==> config.mk <==
export PLATFORM = sky130hd
export DESIGN_NAME = asram_ctrl
export DESIGN_NICKNAME = d
export VERILOG_FILES = /design/src/hw/asram_pkg.sv /design/src/hw/asram_ctrl.sv
export VERILOG_INCLUDE_DIRS = /design/src /design/src/hw
export SDC_FILE = /design/constraint.sdc
export NUM_CORES = 1
export LEC_CHECK = 0
export ABC_AREA = 1
export BUFFER_PORTS_ARGS = -buffer_cell sky130_fd_sc_hd__buf_2
export CORE_MARGIN = 2
export CORE_UTILIZATION = 40
export DETAILED_ROUTE_END_ITERATION = 8
export PLACE_DENSITY = 0.73
export SYNTH_ARGS = -nofsm -noshare
export SYNTH_HDL_FRONTEND = slang
export SYNTH_SLANG_ARGS = --single-unit
export TNS_END_PERCENT = 5
==> constraint.sdc <==
create_clock -name core_clk_in -period 1.83 [get_ports core_clk_in]
set_clock_uncertainty 0.2 [all_clocks]
set_input_delay 0.183 -clock core_clk_in [delete_from_list [all_inputs] [get_ports core_clk_in]]
set_output_delay 0.183 -clock core_clk_in [all_outputs]
set_load 0.02 [all_outputs]
==> src/hw/asram_consts.svh <==
`ifndef ASRAM_CONSTS_SVH
`define ASRAM_CONSTS_SVH
`define ASRAM_CLK_PERIOD_NS 100
`define ASRAM_READ_CYCLE_MIN_NS 45
`define ASRAM_ADDRESS_ACCESS_MAX_NS 45
`define ASRAM_OE_RELEASE_MAX_NS 15
`define ASRAM_SEL_RELEASE_MAX_NS 20
`define ASRAM_ADDR_TO_END_MIN_NS 40
`define ASRAM_WRITE_DATA_SETUP_NS 25
`define ASRAM_WRITE_CYCLE_MIN_NS 45
`define ASRAM_CYC(ns) ((((ns) + `ASRAM_CLK_PERIOD_NS - 1) / \
  `ASRAM_CLK_PERIOD_NS) < 1 ? 1 : (((ns) + `ASRAM_CLK_PERIOD_NS - 1) / \
  `ASRAM_CLK_PERIOD_NS))
`define ASRAM_READ_CYCLES `ASRAM_CYC(`ASRAM_ADDRESS_ACCESS_MAX_NS)
`define ASRAM_WRITE_CYCLES `ASRAM_CYC(`ASRAM_ADDR_TO_END_MIN_NS)
`define ASRAM_RELEASE_CYCLES `ASRAM_CYC(`ASRAM_SEL_RELEASE_MAX_NS)
`define ASRAM_ADDR_W 20
`define ASRAM_DATA_W 16
`endif

==> src/hw/asram_pkg.sv <==
package asram_pkg;
  typedef struct packed {
    logic        write;
    logic [1:0]  lane_n;
    logic [19:0] addr;
    logic [15:0] wdata;
  } asram_req_type;

  typedef enum logic [2:0] {
    ASRAM_IDLE  = 3'h0,
    ASRAM_SETUP = 3'h1,
    ASRAM_READ  = 3'h3,
    ASRAM_WRITE = 3'h2,
    ASRAM_TURN  = 3'h6
  } asram_state_type;
endpackage : asram_pkg

==> src/hw/asram_ctrl.sv <==
`timescale 1ns/100ps
`include "asram_consts.svh"
module asram_ctrl (
  // clock and reset
  input  wire logic        core_clk_in,
  input  wire logic        srst_in,
  // user request
  input  wire logic        req_valid_in,
  input  asram_pkg::asram_req_type req_in,
  output logic             req_ready_out,
  output logic             rd_valid_out,
  output logic [15:0]      rd_data_out,
  // memory pins
  output logic [19:0]      mem_addr_out,
  output logic             select_low_active_out,
  output logic             select_high_active_out,
  output logic             mem_we_n_out,
  output logic             mem_oe_n_out,
  output logic             upper_lane_enable_n_out,
  output logic             lower_lane_enable_n_out,
  input  wire logic [15:0] mem_dq_in,
  output logic [15:0]      mem_dq_out,
  output logic [15:0]      mem_dq_oe_out
);

  // ****************************************
  // state
  // ****************************************
  localparam int RD_CYC  = `ASRAM_READ_CYCLES;
  localparam int WR_CYC  = `ASRAM_WRITE_CYCLES;
  localparam int REL_CYC = `ASRAM_RELEASE_CYCLES;

  asram_pkg::asram_state_type state_q;
  asram_pkg::asram_req_type   req_q;
  logic [3:0]                 cnt_q;
  logic [15:0]                dq_s1_q;
  logic [15:0]                dq_s2_q;
  logic                       cnt_done;

  assign cnt_done      = (cnt_q == 4'h0);
  assign req_ready_out = (state_q == asram_pkg::ASRAM_IDLE);

  // ****************************************
  // pin input synchroniser
  // ****************************************
  always_ff @(posedge core_clk_in) begin
    dq_s1_q <= mem_dq_in;
    dq_s2_q <= dq_s1_q;
  end

  // ****************************************
  // sequencer
  // ****************************************
  always_ff @(posedge core_clk_in) begin
    if (srst_in) begin
      state_q <= asram_pkg::ASRAM_IDLE;
      cnt_q   <= 4'h0;
    end else begin
      unique case (state_q)
        asram_pkg::ASRAM_IDLE: begin
          if (req_valid_in) begin
            state_q <= asram_pkg::ASRAM_SETUP;
          end
        end
        asram_pkg::ASRAM_SETUP: begin
          if (req_q.write) begin
            state_q <= asram_pkg::ASRAM_WRITE;
            cnt_q   <= 4'(WR_CYC - 1);
          end else begin
            state_q <= asram_pkg::ASRAM_READ;
            cnt_q   <= 4'(RD_CYC + 1);
          end
        end
        asram_pkg::ASRAM_READ, asram_pkg::ASRAM_WRITE: begin
          if (cnt_done) begin
            state_q <= asram_pkg::ASRAM_TURN;
            cnt_q   <= 4'(REL_CYC - 1);
          end else begin
            cnt_q <= cnt_q - 4'h1;
          end
        end
        asram_pkg::ASRAM_TURN: begin
          if (cnt_done) begin
            state_q <= asram_pkg::ASRAM_IDLE;
          end else begin
            cnt_q <= cnt_q - 4'h1;
          end
        end
        default: begin
          state_q <= asram_pkg::ASRAM_IDLE;
        end
      endcase
    end
  end

  // ****************************************
  // request capture
  // ****************************************
  always_ff @(posedge core_clk_in) begin
    if (srst_in) begin
      req_q <= '0;
    end else if (req_ready_out && req_valid_in) begin
      req_q <= req_in;
    end
  end

  // ****************************************
  // pin drivers
  // ****************************************
  logic active;
  assign active = (state_q == asram_pkg::ASRAM_READ) ||
                  (state_q == asram_pkg::ASRAM_WRITE);

  always_ff @(posedge core_clk_in) begin
    if (srst_in) begin
      mem_addr_out            <= 20'h00000;
      select_low_active_out   <= 1'b1;
      select_high_active_out  <= 1'b0;
      mem_we_n_out            <= 1'b1;
      mem_oe_n_out            <= 1'b1;
      upper_lane_enable_n_out <= 1'b1;
      lower_lane_enable_n_out <= 1'b1;
      mem_dq_out              <= 16'h0000;
      mem_dq_oe_out           <= 16'h0000;
    end else begin
      if (state_q == asram_pkg::ASRAM_SETUP) begin
        mem_addr_out <= req_q.addr;
        mem_dq_out   <= req_q.wdata;
      end
      // selects, lanes, strobes asserted together, dropped together
      if (state_q == asram_pkg::ASRAM_SETUP) begin
        select_low_active_out   <= 1'b0;
        select_high_active_out  <= 1'b1;
        upper_lane_enable_n_out <= req_q.lane_n[1];
        lower_lane_enable_n_out <= req_q.lane_n[0];
        mem_we_n_out            <= ~req_q.write;
        mem_oe_n_out            <= req_q.write;
        mem_dq_oe_out <= req_q.write ?
          {{8{~req_q.lane_n[1]}}, {8{~req_q.lane_n[0]}}} : 16'h0000;
      end else if (active && cnt_done) begin
        select_low_active_out   <= 1'b1;
        select_high_active_out  <= 1'b0;
        upper_lane_enable_n_out <= 1'b1;
        lower_lane_enable_n_out <= 1'b1;
        mem_we_n_out            <= 1'b1;
        mem_oe_n_out            <= 1'b1;
        // data held through the ending edge: enables drop one cycle later, in TURN
        mem_dq_oe_out <= mem_dq_oe_out;
      end else if (state_q == asram_pkg::ASRAM_TURN) begin
        mem_dq_oe_out <= 16'h0000;
      end
    end
  end

  // ****************************************
  // read data return
  // ****************************************
  always_ff @(posedge core_clk_in) begin
    if (srst_in) begin
      rd_valid_out <= 1'b0;
      rd_data_out  <= 16'h0000;
    end else begin
      rd_valid_out <= 1'b0;
      if (state_q == asram_pkg::ASRAM_READ && cnt_done) begin
        rd_valid_out <= 1'b1;
        rd_data_out  <= {req_q.lane_n[1] ? 8'h00 : dq_s2_q[15:8],
                         req_q.lane_n[0] ? 8'h00 : dq_s2_q[7:0]};
      end
    end
  end

  // ****************************************
  // assertions
  // ****************************************
  a_write_strobe_read: assert property (@(posedge core_clk_in)
    disable iff (srst_in) !mem_oe_n_out |-> mem_we_n_out)
    else $error("write strobe low during read");
  a_no_drive_oe: assert property (@(posedge core_clk_in)
    disable iff (srst_in) (mem_dq_oe_out != 16'h0000) |-> mem_oe_n_out)
    else $error("host drives data while output enabled");
  a_write_len_min: assert property (@(posedge core_clk_in)
    disable iff (srst_in) $fell(mem_we_n_out) |->
      (!mem_we_n_out && !select_low_active_out)[*1] ##1
      (mem_we_n_out && select_low_active_out))
    else $error("write too short");
  a_addr_stable_wr: assert property (@(posedge core_clk_in)
    disable iff (srst_in) ($rose(mem_we_n_out) && !$past(srst_in)) |->
      $stable(mem_addr_out))
    else $error("address moved during write");
  a_data_before_end: assert property (@(posedge core_clk_in)
    disable iff (srst_in) ($rose(mem_we_n_out) && !$past(srst_in)) |->
      $stable(mem_dq_out) && $stable(mem_dq_oe_out))
    else $error("write data not held to end");
  a_write_lane_data: assert property (@(posedge core_clk_in)
    disable iff (srst_in) !mem_we_n_out |->
      mem_dq_oe_out == {{8{!upper_lane_enable_n_out}},
                        {8{!lower_lane_enable_n_out}}})
    else $error("write data lanes differ from enables");
  a_write_selected: assert property (@(posedge core_clk_in)
    disable iff (srst_in) !mem_we_n_out |->
      !select_low_active_out && select_high_active_out)
    else $error("write strobe without selects");
  a_read_len_min: assert property (@(posedge core_clk_in)
    disable iff (srst_in) $fell(mem_oe_n_out) |->
      !mem_oe_n_out [*3])
    else $error("read cycle too short");
  a_read_addr_hold: assert property (@(posedge core_clk_in)
    disable iff (srst_in) (!mem_oe_n_out && !$past(mem_oe_n_out)) |->
      $stable(mem_addr_out))
    else $error("address moved during read");
  a_addr_before_sel: assert property (@(posedge core_clk_in)
    disable iff (srst_in) $fell(select_low_active_out) |->
      mem_addr_out == req_q.addr)
    else $error("address after select");
  a_release_gap: assert property (@(posedge core_clk_in)
    disable iff (srst_in)
      ($rose(select_low_active_out) && !$past(srst_in)) |->
      !req_ready_out)
    else $error("no bus release gap");
  c_read: cover property (@(posedge core_clk_in) rd_valid_out);
  c_write: cover property (@(posedge core_clk_in) $rose(mem_we_n_out));
  c_lane: cover property (@(posedge core_clk_in)
    !mem_we_n_out && upper_lane_enable_n_out);
  c_upper_read: cover property (@(posedge core_clk_in)
    rd_valid_out && req_q.lane_n == 2'h1);

endmodule : asram_ctrl

# After elaboration in Yosys (flattened, before gate mapping)
# Cells that the tools add are included.
# totals
wordCells,69
register_bits,153
latch_bits,0
romBits,0
memories,0
mem_bits_rw,0
output_inout_bits,76
input_bits,58
# op_classes
magnitude_cmp,0
shift,0
n_eq_ne,9
n_reduce_logical,13
n_div,0
n_addsub,1
mul,0
n_mux,24
bitwise_logic,3
# ops
cell,n
16-bit 2-to-1 mux,4
8-bit 2-to-1 mux,2
3-bit case mux with 4 select lines,1
4-bit case mux with 3 select lines,1
1-bit 2-to-1 mux,10
2-bit != test (second input constant),5
3-bit 2-to-1 mux,3
4-bit 2-to-1 mux,2
3-bit by 2-bit == test with 1-bit output (second input constant),2
4-bit zero test,1
2-bit AND reduction,2
2-bit nonzero test,2
4-bit by 1-bit subtractor with 4-bit output (second input constant),1
3-bit by 1-bit == test with 1-bit output (second input constant),1
3-bit == test (second input constant),1
1-bit logical AND,3
3-bit zero test,1
1-bit NOT,3
3-bit AND reduction,1
3-bit nonzero test,1
2-bit 2-to-1 mux,1
2-bit OR reduction,1
1-bit logical OR,1

# Longest topological paths before layout
# Gate-level depths: netlist of run 1.
# logic_depth
word_depth,5
depth_mapped,9
depth_no_buf,9

# Least setup slack after synthesis of run 1
# No wires, ideal clock.
# synth_path
kind,reg-to-reg
startpoint,register cnt_q[0]
endpoint,register rd_data_out[6]
path_slack_ps,222
stages_incl_launch_ff,10
t_arrival_ps,1349
required_ps,1571
setup_ps,59
synth_period_minus_slack_ps,1608
path_buffers,2
cell_sequence,dfxtp_1 inv_1 ha_1 nand2_2 or2_1 buf_6 nor2_8 buf_8 nand3_1 nand2_1
# synth_between
elab_chain_cells,2
# synth_rtl
element,line,text
start: declaration,asram_ctrl.sv:35,logic [3:0] cnt_q;
start signal: assignment,asram_ctrl.sv:68,cnt_q <= 4'(WR_CYC - 1);
start signal: assignment,asram_ctrl.sv:71,cnt_q <= 4'(RD_CYC + 1);
start signal: assignment,asram_ctrl.sv:77,cnt_q <= 4'(REL_CYC - 1);
4-bit zero test,asram_ctrl.sv:40,assign cnt_done = (cnt_q == 4'h0);
1-bit logical AND,asram_ctrl.sv:164,if (state_q == asram_pkg::ASRAM_READ && cnt_done) begin
end signal: assignment,asram_ctrl.sv:166,"rd_data_out <= {req_q.lane_n[1] ? 8'h00 : dq_s2_q[15:8],"
end: declaration,asram_ctrl.sv:12,"output logic [15:0] rd_data_out,"
# No other way between the ends.
# A chain may end at the register's enable or synchronous reset.

# Final worst setup path of run 1
# layout_path
startpoint,register state_q[0]
endpoint,output req_ready_out
# layout_between
elab_chain_cells,1
# layout_rtl
element,line,text
start: declaration,asram_ctrl.sv:33,asram_pkg::asram_state_type state_q;
start signal: assignment,asram_ctrl.sv:56,state_q <= asram_pkg::ASRAM_IDLE;
start signal: assignment,asram_ctrl.sv:62,state_q <= asram_pkg::ASRAM_SETUP;
start signal: assignment,asram_ctrl.sv:67,state_q <= asram_pkg::ASRAM_WRITE;
3-bit zero test,asram_ctrl.sv:41,assign req_ready_out = (state_q == asram_pkg::ASRAM_IDLE);
end: declaration,asram_ctrl.sv:10,"output logic req_ready_out,"
# No other way between the ends.

==> results.py, run 1 <==
metrics = {
    "timing": {
        "max_freq_ghz": 0.580,
        "rsz0062_at_grt": "yes",
        "finalCritPeriodShare_pct": 94.3,
        "worst_slack_ps": 105,
        "report.final.slew_viol_count": 0,
        "final-setup-viol-count": 0,
        "final.setup.tns_ps": 0,
        "slew_headroom_pct": 72.6,
        "hold-worst-slack_ps": 35.7,
        "post-route-min-period_ps": 1720,
        "hold_viol_final": 0,
        "worst_pin_slew_ps": 411,
    },
    "global_routing": {
        "antenna_found_initial": 0,
        "grt_pass1_wl_um": 20000,
        "grt_overflow_total": 0,
        "grt_max_degree": 38,
        "grt_use_total_pct": 20.1,
        "grtUsageMet2_pct": 35.3,
        "grt_pass1_vias": 4243,
        "busiest_layer": "met2",
        "use_met3_pct": 5.89,
        "grtUsageMet1_pct": 22.0,
    },
    "synthesis": {
        "syn_avg_cell_area_um2": 8.58,
        "synth_top_cells_by_count": "dfxtp_1 (139), nand3_1 (84), nor2_1 (82)",
        "synth_edf_count": 0,
        "syn-instance-count": 545,
        "ys_ff_latch": 139,
        "yosysUniqueCellTypes": 24,
        "synth-main-ff-cell": "dfxtp_1",
        "synth_area_um2": 4680,
        "synthArstFlopShare_pct": 0,
        "ys_top_cells_by_area": "dfxtp_1 (60%), nand3_1 (9.0%), nor2_1 (6.6%)",
        "ys_warn_count": 0,
        "yosysMostFrequentCell": "dfxtp_1",
        "syn_nets": 604,
        "synth_top_area_share_pct": 59.5,
        "yosysTopAreaCell": "dfxtp_1",
        "seq_area_frac_synth_pct": 59.5,
    },
    "cells_and_area": {
        "regArea_um2": 2790,
        "fin_nets": 782,
        "num-fill-cells": 1006,
        "area_delta_synth_final_pct": 40.7,
        "diodes": 0,
        "drive_gt1_share_pct": 26.0,
        "multi_input_area_um2": 1570,
    },
    "routing": {
        "ant_nets": 0,
        "drc": 0,
        "drtPass1Iterations": 5,
        "viasPerCell": 5.02,
        "drt_iter0_markers": 404,
        "drt_wl_total_um": 12700,
        "vias": 4405,
        "post_drt_wl_per_cell_um": 14.5,
    },
    "clock_network": {
        "clk_pin_slew_ps": 60,
        "clockBufferDepth": 2,
        "htreeDepth": 4,
        "clk_latency_ps": 410,
        "cts_num_sinks": 139,
        "cts_tree": "built",
        "cts_root_buf": "clkbuf_16",
        "cts_made_buffers": 17,
    },
    "setup_path": {
        "crit_path_top_delay_cell": "dfxtp_1",
        "cp.arrival_ps": 1340,
        "startpoint_type": "register",
        "crit_fanout": 7,
        "crit_chain": "nor2_1, nand2_1, inv_2, buf_12, buf_4",
        "crit_path_end_kind": "output port",
        "cpPeakStageDelay_ps": 400,
        "required_ps": 1450,
        "worstSetupPathType": "register to output port",
    },
    "power": {
        "p_leak_uw": 0.00310,
        "powerDensity_nw_per_um2": 1670,
        "total_power_uw": 11000,
        "vdd_drop_max_mv": 0.798,
    },
    "placement": {
        "dp_hpwl_um": 7500,
        "io_buffer_count": 133,
        "place_ws_ps": 131,
        "place.gp.congestion": 0.801,
    },
    "status": {
        "outcome": "completed",
    },
    "floorplan": {
        "die_x_um": 112,
        "pin_count": 134,
        "num_rows": 39,
        "die_y_um": 112,
        "initial_core_util_pct": 40.9,
        "coreArea_um2": 11400,
        "die_area_um2": 12600,
    },
    "min_path": {
        "min_path_type": "primary input to register",
    },
    "flow_run": {
        "drv_cap": 0,
    },
}
## sequential cells by signal, indices dropped and copies added (netlist names)
signal,flops
rd_data_out,16
mem_dq_out,16
upper_lane_enable_n_out,1
req_q,39
cnt_q,4
mem_oe_n_out,1
mem_dq_oe_out,2
select_low_active_out,1
dq_s2_q,16
mem_addr_out,20
state_q,3
select_high_active_out,1
rd_valid_out,1
lower_lane_enable_n_out,1
dq_s1_q,16
mem_we_n_out,1
## final timing paths
kind | from | end | slack, ps | depth (start not counted)
setup / recovery | state_q[0]$_SDFFE_PP0P_ | req_ready_out | 110 | 5
hold / removal | req_valid_in | req_q[34]$_SDFFE_PP0P_ | 40 | 4
setup reg to reg | cnt_q[0]$_SDFFE_PP0P_ | rd_data_out[2]$_SDFFE_PP0P_ | 140 | 7
hold reg to reg | dq_s1_q[7]$_DFF_P_ | dq_s2_q[7]$_DFF_P_ | 120 | 0
## cells in the final DEF, fill, tap and decap left out, types with 2 or more instances in the layout
cell / netlist / final
dfxtp_1: 139 / 137
buf_2: 11 / 132
nand3_1: 84 / 84
nor2_1: 82 / 81
nand2_1: 76 / 76
dlygate4sd3_1: 0 / 55
a21oi_1: 47 / 47
o21ai_0: 37 / 37
buf_4: 18 / 18
clkbuf_16: 0 / 17
inv_1: 9 / 8
o21ai_1: 6 / 6
clkinv_1: 3 / 3
nand4_1: 3 / 3
clkinv_2: 0 / 3
clkbuf_1: 19 / 3
bufinv_16: 0 / 3
inv_2: 1 / 2
nor2_2: 1 / 2
clkinv_4: 0 / 2
clkinvlp_4: 0 / 2
dfxtp_2: 0 / 2
## critical path: cells and delay by family, from the launching register on
kind	cells	cell delay (ps)
flip-flops	1	400
buffers and inverters	3	360
AND/OR/NAND/NOR	2	170
## cells by family after synthesis
family	synth area share (%)
compound gates	9.95
fa+ha+maj	0.268
buf+inv	7.20
simple gates	23.1
flops	59.5
## stage by stage
stage          util, %  area [um2]  std cells
2_1_floorplan        -        4680        545
3_3_place_gp      46.8        5350        786
3_5_place_dp      46.8        5350        786
4_1_cts           57.2        6530        873
5_1_grt           57.6        6580        878
6_report          57.6        6580        878
## per-layer routing
metal  wire [um]  part of all wire [%]  vias to the layer above
li1            -                     -                     2138
met1        5120                    40                     2037
met2        6460                    51                      194
met3         771                   6.1                       36
met4         374                   2.9                        0
met5           0                     0                        -
## cell type report
class,instances,area share [%]
flip-flops and latches,139,42.3
multi-input cells,344,23.9
repair buffers,208,21.4
clock buffers,20,6.64
well taps,143,2.72
clock inverters,11,2.23
inverters,13,0.742
## where the power goes
group | internal (uW) | total [uW] | switching [uW]
logic | 1320 | 3540 | 2220
clock network | 2130 | 3380 | 1240
registers | 3680 | 4050 | 370
## timing repair
| action | 4_1_cts | 5_1_grt |
|---|---|---|
| gates cloned | 1 | 1 |
| setup buffers | 0 | 4 |
| endpoints found under the setup margin | 1 | 24 |
| pin swaps | 0 | 1 |
| hold endpoints to repair | 55 | 0 |
| hold buffers | 55 | 0 |
| resized for setup | 6 | 3 |
(Power assumes the default switching activity.)
==> run 2: changes to the inputs <==
- CORE_ASPECT_RATIO: unset -> 1.5
==> run 2 against run 1 <==
Non-clock buffer count down 3. Sequential share of layout area rose by 0.22 points. Clock power up 2%. Hold slack gained 35 ps. Utilization fell by 0.56 points.
==> results.py, run 2 (synthesis results as in run 1) <==
metrics = {
    "status": {
        "outcome": "completed",
    },
    "clock_network": {
        "clockBufferDepth": 2,
        "clk_latency_ps": 410,
        "clk_pin_slew_ps": 50,
        "cts_made_buffers": 17,
        "cts_num_sinks": 139,
        "cts_setup_buffers": 0,
        "cts_root_buf": "clkbuf_16",
        "htreeDepth": 4,
        "cts_tree": "built",
    },
    "power": {
        "vdd_drop_max_mv": 0.864,
        "powerDensity_nw_per_um2": 1650,
        "p_leak_uw": 0.00307,
    },
    "global_routing": {
        "grt_max_degree": 44,
        "grt_use_total_pct": 20.7,
        "grt_pass1_wl_um": 20500,
        "antenna_found_initial": 0,
        "grt_overflow_total": 0,
        "grt_pass1_vias": 4370,
    },
    "routing": {
        "drt_wl_total_um": 12700,
        "ant_nets": 0,
        "drc": 0,
        "drtPass1Iterations": 5,
        "viasPerCell": 5.08,
        "drt_iter0_markers": 293,
        "vias": 4478,
        "post_drt_wl_per_cell_um": 14.4,
    },
    "min_path": {
        "min_path_type": "primary input to register",
    },
    "floorplan": {
        "pin_count": 134,
        "coreArea_um2": 11500,
        "die_area_um2": 12600,
        "initial_core_util_pct": 40.8,
        "die_y_um": 136,
        "die_x_um": 92.3,
        "num_rows": 48,
    },
    "timing": {
        "final.setup.tns_ps": 0,
        "rsz0062_at_grt": "no",
        "final-setup-viol-count": 0,
        "report.final.slew_viol_count": 0,
        "max_freq_ghz": 0.570,
        "worst_pin_slew_ps": 427,
        "finalCritPeriodShare_pct": 95.8,
        "slew_headroom_pct": 71.5,
        "hold_viol_final": 0,
        "post-route-min-period_ps": 1750,
        "worst_slack_ps": 77.0,
    },
    "setup_path": {
        "crit_path_end_kind": "output port",
        "required_ps": 1450,
        "startpoint_type": "register",
        "crit_fanout": 11,
        "worstSetupPathType": "register to output port",
        "cp.arrival_ps": 1370,
    },
    "placement": {
        "place.gp.congestion": 0.808,
        "io_buffer_count": 133,
        "dp_hpwl_um": 7950,
        "place_ws_ps": 133,
        "dpl-instance-area_um2": 5360,
    },
    "cells_and_area": {
        "largest_register_ffs": 39,
        "num-fill-cells": 947,
        "top_register": "req_q",
        "layout_commonest_cell": "dfxtp_1",
        "area_delta_synth_final_pct": 40.0,
        "utilization_pct": 57.1,
        "diodes": 0,
        "fin_nets": 779,
        "top_regs": "req_q x39, mem_addr_out x20",
        "stdcell_area_um2": 6550,
        "layout_common_cells": "dfxtp_1 (137), buf_2 (133), nand3_1 (84), nor2_1 (81), nand2_1 (76)",
        "drive_gt1_share_pct": 25.8,
    },
    "flow_run": {
        "drv_cap": 0,
    },
}
run 2: cell types whose count changed in the layout (fill, tap and decap cells not counted), sizes merged:
cell and change:
clkbuf -1, dlygate4sd3 +1, bufbuf -1, buf -3, clkinv -2, clkinvlp +1, inv +2
run 2: path summary, 6_finish.rpt:
check / startpoint / endpoint / slack (ps) / depth (start not counted)
min reg2reg: dq_s1_q[3]$_DFF_P_ / dq_s2_q[3]$_DFF_P_ / 130 / 0
max reg2reg: cnt_q[0]$_SDFFE_PP0P_ / rd_data_out[9]$_SDFFE_PP0P_ / 130 / 7
max: state_q[0]$_SDFFE_PP0P_ / req_ready_out / 80 / 5
min: req_valid_in / req_q[6]$_SDFFE_PP0P_ / 70 / 4
run 2: what timing repair did:
action | 4_1_cts | 5_1_grt
hold buffers | 56 | 0
pin swaps | 0 | 1
cloned | 0 | 1
endpoints found under the hold margin | 55 | 0
setup endpoints to repair | 1 | 13
gates resized for setup | 1 | 5
run 2: metrics by stage:
stage / total power, uW / cells / hold WS (ps)
2_1_floorplan: 6260 / 545 / 10.7
3_3_place_gp: 7100 / 794 / 85.9
3_5_place_dp: 7220 / 794 / 86.6
4_1_cts: 10800 / 881 / 50.4
5_1_grt: 11400 / 882 / 86.7
6_report: 10800 / 882 / 70.8
run 2: cell type report:
| cell class | instances | area (um2) | area share, % |
|---|---|---|---|
| flip-flops and latches | 139 | 2790 | 42.6 |
| multi-input cells | 344 | 1580 | 24.1 |
| repair buffers | 205 | 1350 | 20.6 |
| clock buffers | 19 | 433 | 6.61 |
| well taps | 150 | 188 | 2.87 |
| clock inverters | 12 | 165 | 2.52 |
| inverters | 13 | 48.8 | 0.746 |
run 2: per-layer routing:
layer / wire (um) / global-route usage, % / vias to the layer above
met3: 541 / 4.16 / 37
met5: 0 / 0 / -
li1: - / - / 2133
met1: 5080 / 23.1 / 2137
met4: 325 / 11.1 / 0
met2: 6740 / 36.8 / 171
run 2: where the power goes:
group | internal (uW) | switching (uW)
clock network | 2150 | 1290
logic | 1110 | 2230
registers | 3680 | 370
total | 6940 | 3890
run 2: worst max-delay path: stages (launching register included):
cell     delay, ps
dfxtp_1        350
nor2_1         120
nand2_1        100
inv_2           90
buf_6          140
buf_2          170
